File: config.mk
export PLATFORM = sky130hd
export DESIGN_NAME = lockup_guard_timer
export DESIGN_NICKNAME = d
export VERILOG_FILES = /design/src/rtl/lockup_guard_pkg.sv /design/src/rtl/guard_tick_gen.sv /design/src/rtl/lockup_guard_timer.sv
export SDC_FILE = /design/constraint.sdc
export NUM_CORES = 1
export LEC_CHECK = 0
export ABC_AREA = 1
export BUFFER_PORTS_ARGS = -buffer_cell sky130_fd_sc_hd__buf_2
export CAP_MARGIN = 40
export CORE_MARGIN = 8
export CORE_UTILIZATION = 40
export CTS_CLUSTER_DIAMETER = 120
export DETAILED_ROUTE_END_ITERATION = 12
export PLACE_DENSITY = 0.61
export SLEW_MARGIN = 20
export SYNTH_ARGS = -nofsm -noshare
export SYNTH_HDL_FRONTEND = slang
export SYNTH_SLANG_ARGS = --single-unit
File: constraint.sdc
create_clock -name clk_i -period 1.75 [get_ports clk_i]
set_clock_uncertainty 0.05 [all_clocks]
set_input_delay 0.175 -clock clk_i [delete_from_list [all_inputs] [get_ports clk_i]]
set_output_delay 0.175 -clock clk_i [all_outputs]
set_load 0.05 [all_outputs]
File: src/rtl/lockup_guard_pkg.sv
// constants and types for the lockup guard timer
//
// Summary of operation
// - control register at offset 0x06: enable, unit
// - control bit 0: guard off or on
// - control bit 1: seconds when 0, minutes when 1
// - offset 0x07 holds minute count, minute unit
// - minute countdown reaches 255 minutes at most
// - offset 0x08 holds second count, second unit
// - second countdown reaches 255 seconds at most
// - enabled: decrement per unit, reset at zero
// - rewriting active count register reloads counter
// - clearing enable halts countdown, no reset
package lockup_guard_pkg;

	localparam int unsigned ADDR_W = 8;
	localparam int unsigned DATA_W = 8;

	// shared ram offsets
	localparam logic [7:0] OFS_CONTROL = 8'h06;
	localparam logic [7:0] OFS_MINUTE  = 8'h07;
	localparam logic [7:0] OFS_SECOND  = 8'h08;

	// control fields
	localparam int unsigned CTL_ON_BIT   = 0;
	localparam int unsigned CTL_UNIT_BIT = 1;
	localparam logic [7:0]  CTL_USED     = 8'h03;

	// reset values
	localparam logic [7:0] RST_CONTROL = 8'h00;
	localparam logic [7:0] RST_COUNT   = 8'h00;

	// timing at 200 MHz
	localparam longint unsigned CLK_HZ       = 200000000;
	localparam longint unsigned SEC_PER_MIN  = 60;
	localparam longint unsigned TICK_S       = 1;
	localparam longint unsigned SEC_CYCLES   = TICK_S * CLK_HZ;
	localparam int unsigned     PULSE_NS     = 1000;
	localparam int unsigned     CLK_NS       = 5;
	localparam int unsigned     PULSE_CYCLES =
		(PULSE_NS + CLK_NS - 1) / CLK_NS;

	// one host access to shared ram
	typedef struct packed {
		logic              wr;
		logic              rd;
		logic [ADDR_W-1:0] addr;
		logic [DATA_W-1:0] wdata;
	} ram_req_t;

	typedef enum logic [1:0] {
		ST_IDLE  = 2'b00,
		ST_COUNT = 2'b01,
		ST_FIRE  = 2'b11
	} guard_state_t;

endpackage : lockup_guard_pkg

File: src/rtl/guard_tick_gen.sv
// tick generator: one pulse per second and per minute
`timescale 1ns/100ps
module guard_tick_gen #(
	parameter longint unsigned SEC_CYCLES  = lockup_guard_pkg::SEC_CYCLES,
	parameter int unsigned     SEC_PER_MIN =
		int'(lockup_guard_pkg::SEC_PER_MIN)
) (
	input  wire logic clk_i,
	input  wire logic rst_n_i,
	input  wire logic restart_i,
	output logic      sec_tick_o,
	output logic      min_tick_o
);

	// refuse tick lengths the 32-bit and 8-bit counters cannot hold
	if (SEC_CYCLES < 2 || SEC_CYCLES > 64'h0000_0000_FFFF_FFFF ||
		SEC_PER_MIN < 1 || SEC_PER_MIN > 255) begin : g_bad_tick
		$error("guard_tick_gen: bad tick parameters");
	end

	logic [31:0] cyc_r;
	logic [7:0]  sec_r;

	// prescaler restarts on service so the first step is a full unit
	always_ff @(posedge clk_i) begin
		if (!rst_n_i || restart_i) begin
			cyc_r      <= 32'h0000_0000;
			sec_r      <= 8'h00;
			sec_tick_o <= 1'b0;
			min_tick_o <= 1'b0;
		end else begin
			sec_tick_o <= 1'b0;
			min_tick_o <= 1'b0;
			if (cyc_r == 32'(SEC_CYCLES - 1)) begin
				cyc_r      <= 32'h0000_0000;
				sec_tick_o <= 1'b1;
				if (sec_r == 8'(SEC_PER_MIN - 1)) begin
					sec_r      <= 8'h00;
					min_tick_o <= 1'b1;
				end else begin
					sec_r <= sec_r + 8'h01;
				end
			end else begin
				cyc_r <= cyc_r + 32'h0000_0001;
			end
		end
	end

endmodule : guard_tick_gen

File: src/rtl/lockup_guard_timer.sv
// lockup guard timer: shared ram registers, countdown, board reset
`timescale 1ns/100ps
module lockup_guard_timer #(
	parameter longint unsigned SEC_CYCLES   = lockup_guard_pkg::SEC_CYCLES,
	parameter int unsigned     PULSE_CYCLES = lockup_guard_pkg::PULSE_CYCLES
) (
	input  wire logic                      clk_i,
	input  wire logic                      rst_n_i,
	input  wire lockup_guard_pkg::ram_req_t ram_req_i,
	output logic [7:0]                     ram_rdata_o,
	output logic                           ram_rvalid_o,
	output logic                           board_reset_o,
	output logic                           guard_running_o
);

	// refuse pulse lengths the 16-bit pulse counter cannot hold
	if (PULSE_CYCLES < 1 || PULSE_CYCLES > 65535) begin : g_bad_pulse
		$error("lockup_guard_timer: bad pulse length");
	end

	////////////////////////////////////////////////////////////////////
	// registers and state

	logic [7:0]                      control_r;
	logic [7:0]                      minute_r;
	logic [7:0]                      second_r;
	logic [7:0]                      count_r;
	logic [15:0]                     pulse_r;
	lockup_guard_pkg::guard_state_t  state_r;

	logic guard_on_bit;
	logic guard_unit_select;
	logic wr_ctl;
	logic wr_min;
	logic wr_sec;
	logic service;
	logic sec_tick;
	logic min_tick;
	logic unit_tick;
	logic stop;
	logic fire;

	assign guard_on_bit      = control_r[lockup_guard_pkg::CTL_ON_BIT];
	assign guard_unit_select = control_r[lockup_guard_pkg::CTL_UNIT_BIT];

	// host writes, decoded per offset
	assign wr_ctl = ram_req_i.wr &&
		(ram_req_i.addr == lockup_guard_pkg::OFS_CONTROL);
	assign wr_min = ram_req_i.wr &&
		(ram_req_i.addr == lockup_guard_pkg::OFS_MINUTE);
	assign wr_sec = ram_req_i.wr &&
		(ram_req_i.addr == lockup_guard_pkg::OFS_SECOND);

	// only a write to the count of the active unit services the guard
	assign service = guard_unit_select ? wr_min : wr_sec;

	assign unit_tick = guard_unit_select ? min_tick : sec_tick;
	// a disable write wins over a timeout in the same cycle, so a
	// late stop never leaks a one-cycle board reset
	assign stop = !guard_on_bit || (wr_ctl &&
		!ram_req_i.wdata[lockup_guard_pkg::CTL_ON_BIT]);
	assign fire = (state_r == lockup_guard_pkg::ST_COUNT) &&
		(count_r == 8'h00) && !stop;

	////////////////////////////////////////////////////////////////////
	// tick source

	// prescaler restarts whenever counting (re)starts
	guard_tick_gen #(
		.SEC_CYCLES  (SEC_CYCLES),
		.SEC_PER_MIN (int'(lockup_guard_pkg::SEC_PER_MIN))
	) guard_tick_gen_inst (
		.clk_i      (clk_i),
		.rst_n_i    (rst_n_i),
		.restart_i  (service || state_r != lockup_guard_pkg::ST_COUNT),
		.sec_tick_o (sec_tick),
		.min_tick_o (min_tick)
	);

	////////////////////////////////////////////////////////////////////
	// host visible registers

	// timeout returns every register to its reset value
	always_ff @(posedge clk_i) begin
		if (!rst_n_i || fire) begin
			control_r <= lockup_guard_pkg::RST_CONTROL;
			minute_r  <= lockup_guard_pkg::RST_COUNT;
			second_r  <= lockup_guard_pkg::RST_COUNT;
		end else begin
			if (wr_ctl)
				control_r <= ram_req_i.wdata &
					lockup_guard_pkg::CTL_USED;
			if (wr_min)
				minute_r <= ram_req_i.wdata;
			if (wr_sec)
				second_r <= ram_req_i.wdata;
		end
	end

	// read port, one cycle latency; unmapped offsets read zero
	always_ff @(posedge clk_i) begin
		if (!rst_n_i) begin
			ram_rdata_o  <= 8'h00;
			ram_rvalid_o <= 1'b0;
		end else begin
			ram_rvalid_o <= ram_req_i.rd;
			case (ram_req_i.addr)
				lockup_guard_pkg::OFS_CONTROL: ram_rdata_o <= control_r;
				lockup_guard_pkg::OFS_MINUTE:  ram_rdata_o <= minute_r;
				lockup_guard_pkg::OFS_SECOND:  ram_rdata_o <= second_r;
				default:                       ram_rdata_o <= 8'h00;
			endcase
		end
	end

	////////////////////////////////////////////////////////////////////
	// countdown state machine

	// the count loads from the active register at start and on service;
	// a unit change mid-count switches the tick source at once; the count keeps its value
	always_ff @(posedge clk_i) begin
		if (!rst_n_i) begin
			state_r <= lockup_guard_pkg::ST_IDLE;
			count_r <= 8'h00;
			pulse_r <= 16'h0000;
		end else begin
			case (state_r)
				lockup_guard_pkg::ST_IDLE: begin
					if (guard_on_bit) begin
						state_r <= lockup_guard_pkg::ST_COUNT;
						count_r <= guard_unit_select ? minute_r
							: second_r;
					end
				end
				lockup_guard_pkg::ST_COUNT: begin
					if (stop) begin
						state_r <= lockup_guard_pkg::ST_IDLE;
					end else if (fire) begin
						state_r <= lockup_guard_pkg::ST_FIRE;
						pulse_r <= 16'(PULSE_CYCLES - 1);
					end else if (service) begin
						count_r <= ram_req_i.wdata;
					end else if (unit_tick) begin
						count_r <= count_r - 8'h01;
					end
				end
				lockup_guard_pkg::ST_FIRE: begin
					if (pulse_r == 16'h0000)
						state_r <= lockup_guard_pkg::ST_IDLE;
					else
						pulse_r <= pulse_r - 16'h0001;
				end
				default: state_r <= lockup_guard_pkg::ST_IDLE;
			endcase
		end
	end

	// outputs straight from flops
	always_ff @(posedge clk_i) begin
		if (!rst_n_i) begin
			board_reset_o   <= 1'b0;
			guard_running_o <= 1'b0;
		end else begin
			board_reset_o   <= fire ||
				(state_r == lockup_guard_pkg::ST_FIRE &&
				pulse_r != 16'h0000);
			guard_running_o <= state_r == lockup_guard_pkg::ST_COUNT;
		end
	end

endmodule : lockup_guard_timer

-- Yosys cells after proc, flatten, opt, wreduce, memory -nomap -nowiden
Index checks and enable logic that the tools add are counted.
- muxes and demuxes: 22
- reduce and logical (&&, ||, !) cells: 27
- $add $sub $neg: 4
- eq/ne operators: 16
- bitwise logic cells: 1
- operator list (kind ; count):
    $mux W8 ; 7
    $mux W16 ; 3
    $add A32 B1 Y32 const B ; 1
    $eq A32 B28 Y1 const B ; 1
    $pmux W16 S2 ; 1
    $pmux W8 S3 ; 1
    $eq A8 B3 Y1 const B ; 2
    $logic_not A16 Y1 ; 1
    $pmux W8 S2 ; 1
    $reduce_bool A16 Y1 ; 1
    $sub A16 B1 Y16 const B ; 1
    $ne A2 B2 Y1 const B ; 6
    $add A8 B1 Y8 const B ; 1
    $eq A8 B4 Y1 const B ; 1
    $eq A8 B6 Y1 const B ; 1
    $logic_not A8 Y1 ; 1
    $mux W2 ; 4
    $sub A8 B1 Y8 const B ; 1
    $logic_and A1 B1 Y1 ; 7
    $ne A3 B3 Y1 const B ; 2
    $pmux W2 S3 ; 1
    $logic_or A1 B1 Y1 ; 5
    $reduce_and A5 Y1 ; 1
    $logic_not A1 Y1 ; 4
    10 further kinds ; 15
- input port bits: 20
- register bits after elaboration: 97
- word-level logic and storage cells: 84

-- Logic depth before layout (Yosys ltp)
- depth after elaboration: 9
- mapped depth: 13

-- Modules after synthesis
A second synthesis with hierarchy kept.
- cells, all modules: 845
- area, all modules: 5490.3 µm²
- by module, submodules not included (module ; times used ; area each (µm²) ; seq. area each (µm²) ; cells an instance):
    lockup_guard_timer ; 1 ; 3016.6 ; 1101.1 ; 456
    guard_tick_gen ; 1 ; 2473.6 ; 840.8 ; 389

-- Worst setup path before layout
OpenSTA, ideal clock, no wires.
- path type: register to register
- from: register guard_tick_gen_inst.cyc_r[0]
- to: register guard_tick_gen_inst.cyc_r[26]
- cell stages (with the launch flop): 10
- data required time: 1578 ps
- clock period less this slack: 1649 ps
- setup slack: 101 ps
- arrival time: 1478 ps
- buffers on the path: 1
- cells stage by stage: dfxtp_1 -> ha_1 -> nand2_1 -> nor2_2 -> nand2_2 -> nor2_2 -> nand4_1 -> nand2_2 -> buf_6 -> nor3b_2
- cells in the longest elaborated chain, start to end: 2
- RTL lines (item ; line ; RTL):
    from (decl) ; guard_tick_gen.sv:21 ; logic [31:0] cyc_r;
    from (signal assigned) ; guard_tick_gen.sv:44 ; cyc_r <= cyc_r + 32'h0000_0001;
    branches (longest 2 deep; another with $add A32 B1 Y32) ; -- ;
Several ways; the timed one is not identified.
A chain may end at the register's enable or synchronous reset.

-- Worst setup path after layout
- from: register guard_tick_gen_inst.cyc_r[1]
- to: register guard_tick_gen_inst.cyc_r[26]
Same word-level chain as after synthesis.

==> impl_metrics.toml <==
[synth]
synth_warnings = 0
yosys.area.top_type = "dfxtp_1"
ys_seq_area_share_pct = 36.8
synth_top_area_share_pct = 36.8
synth.area.top_cells = "dfxtp_1, nand2_1, nor2_1"
syn_nets = 791
netlist_instances = 765
ys_ff_latch = 97
syn_area_sq_mm = 0.00528
syn_area_per_cell_sq_um = 6.91
yosysUniqueCellTypes = 46
async_flop_share_pct = 0
synth-main-ff-cell = "dfxtp_1"
synth_edf_count = 0

[timing]
fin_crit_sh_pct = 94.0
hold_viol = 0
grt_setup_unrepaired = "true"
min_period_ns = 1.64
slew_headroom_pct = 72.5
whs_ns = 0.0528
tightest_slew_ns = 0.409
fmax_ghz = 0.608
report.final.slew_viol_count = 0
fin_setup_tns_ns = 0
setup_violations = 0

[floorplanning]
chipHeight_um = 131
io_pins = 31
die-width_um = 131
fp.coreArea_sq_mm = 0.0131
rows = 42
dieArea_sq_mm = 0.0171
initial_core_util_pct = 40.4

[worst_setup_path]
critPathMaxStageDelay_ns = 0.33
worstSetupPathType = "reg2reg"
cp_slowest_cell = "dfxtp_2"
cp_common_cell = "nand2_2"
critPathArrivalTime_ns = 1.84
cp.required_ns = 1.94
crit_fanout = 4
crit_path_end_kind = "register"
crit_buf_inv = 0
cp_top_family = "simple AND/OR/NAND/NOR gates"
crit_path_start_kind = "register"
path_cells = "ha_2, nand2_2, nor2_2, nand2_2, nor2_1, nand4_1, nor3_1, nor3b_2"

[detailed_routing]
post-route-drc-count = 0
routedWlPerCell_um = 12.3
firstDrtPassIters = 5
drtIter0Drc = 344
viasPerCell = 4.79
ant_nets = 0
finalWirelength_um = 12500
vias = 4885

[cells_and_area]
fillCellCount = 1292
syn_to_final_growth_pct = 21.1
layout.nets = 865
diodes = 0
final_area_sq_mm = 0.00640
stdcell_count = 1020
final_layout_size_suffix_gt1_share_pct = 20.9
post-route-util_pct = 48.9

[power_and_ir_drop]
power_frac_clock_pct = 46.2
p_switching_w = 0.000967
power_frac_seq_pct = 51.1
peakVddDrop_uv = 465
swShare_pct = 22.3
p_int_w = 0.00336
comb_power_share_pct = 2.8
power.density_mw_per_mm2 = 677
power.static_leakage_nw = 2.65

[clocking]
cts_root_buf = "clkbuf_16"
cts.clk_slew.worst_paths_ns = 0.07
cts_buffers = 9
cts_tree = "done"
htree_levels = 3
clk_latency_ns = 0.36
clock_sinks = 97
max-clock-path-buffers = 2

[global_route]
grt_pass1_vias = 4541
antenna_found_initial = 0
grt_pass1_wl_um = 21400
grt_use_total_pct = 15.7
grt.overflow.total = 0
grt_max_degree = 19

[run_status]
status = "completed"

[placement]
place_area_sq_mm = 0.00593
place.detailed.hpwl_um = 9390
gp_congestion = 0.845
dp.cells = 998
port_buffers = 30

[worst_hold_path]
worstHoldPathType = "in2reg"

[flow_run]
maxCapViolations = 0
==> power by group through the flow <==
stage               registers [W]   logic, W  clock network, W
floorplan                 0.00227  0.0000526                 0
global placement          0.00226   0.000120                 0
detailed placement        0.00226   0.000118                 0
CTS                       0.00221   0.000121           0.00206
global route              0.00221   0.000132           0.00215
finish                    0.00221   0.000120           0.00200
==> metal layers <==
metal	GRT usage, %	routed length [um]
met2	25.7	5690
met5	0	0
met4	4.46	127
met3	4.26	551
met1	19.8	6170
==> worst min-delay path, stage by stage <==
cell     delay (ns)
buf_2          0.11
nand3_1        0.07
a21oi_1        0.05
==> cells in the mapped netlist, types with 4 or more instances <==
cell,n
nand4_1,25
inv_2,5
nor3b_2,8
a21oi_1,49
o21bai_1,4
nand3_1,48
xnor2_1,7
nor2_2,6
o21ai_0,22
inv_1,79
nand2_2,10
nor2_1,102
nand2_1,199
buf_2,6
ha_1,6
nor3b_1,4
xor2_1,17
dfxtp_1,97
nand3_2,4
nor3_1,20
==> worst paths after layout <==
kind                                         to  cells past startpoint  slack (ns)                     startpoint
setup / recovery  guard_tick_gen_inst.cyc_r[26]                      8        0.11   guard_tick_gen_inst.cyc_r[1]
setup reg to reg  guard_tick_gen_inst.cyc_r[26]                      8        0.11   guard_tick_gen_inst.cyc_r[1]
hold reg to reg   guard_tick_gen_inst.cyc_r[30]                      2        0.42  guard_tick_gen_inst.cyc_r[30]
hold / removal                      second_r[7]                      3        0.05                   ram_req_i[7]
==> cell usage in the layout (no fill, tap or decap), types with 4 or more instances in the layout <==
master	n
a21oi_1	49
buf_12	4
buf_2	30
buf_4	43
clkbuf_16	9
clkinvlp_4	4
dfxtp_1	93
dfxtp_2	4
ha_1	4
inv_1	77
inv_2	7
nand2_1	193
nand2_2	15
nand3_1	44
nand3_2	8
nand4_1	25
nor2_1	96
nor2_2	8
nor2_4	6
nor3_1	16
nor3_2	7
nor3b_2	9
o21ai_0	20
o21bai_1	4
xnor2_1	7
xor2_1	17
==> area by class of cell <==
cell class / instances / area, sq um / area share [%]
well taps: 176 / 220 / 3.44
inverters: 86 / 324 / 5.07
repair buffers: 79 / 574 / 8.98
clock inverters: 6 / 68.8 / 1.08
multi-input cells: 566 / 3030 / 47.4
clock buffers: 10 / 229 / 3.58
flip-flops and latches: 97 / 1950 / 30.4
==> through the flow <==
step | total power, W | setup slack (ns)
after floorplan | 0.00232 | 0.101
after global placement | 0.00238 | 0.0260
after detailed placement | 0.00238 | -0.0111
after CTS | 0.00439 | 0.0101
after global routing | 0.00449 | -0.0303
final | 0.00433 | 0.105
==> registers in the layout (all words and copies together), names as in the netlist <==
register,flops
guard_running_o,1
second_r,8
board_reset_o,1
pulse_r,16
state_r,2
ram_rvalid_o,1
guard_tick_gen_inst.sec_r,8
control_r,2
guard_tick_gen_inst.min_tick_o,1
guard_tick_gen_inst.sec_tick_o,1
ram_rdata_o,8
minute_r,8
count_r,8
guard_tick_gen_inst.cyc_r,32
==> kinds of logic after synthesis <==
kind of cell,synth area share (%)
compound gates,8.79
xor+xnor,3.98
fa+ha+maj,1.42
buf+inv,7.91
flops,36.8
mux,0.189
simple gates,41.0
==> what timing repair did <==
action / in CTS / in global routing
resized for setup: 2 / 36
buffers inserted: 0 / 5
pin swaps: 0 / 15
hold buffers: 1 / 0
hold endpoints to repair: 1 / 0
setup endpoints to repair: 14 / 59
Note: power is estimated with default switching activity, not from simulation.
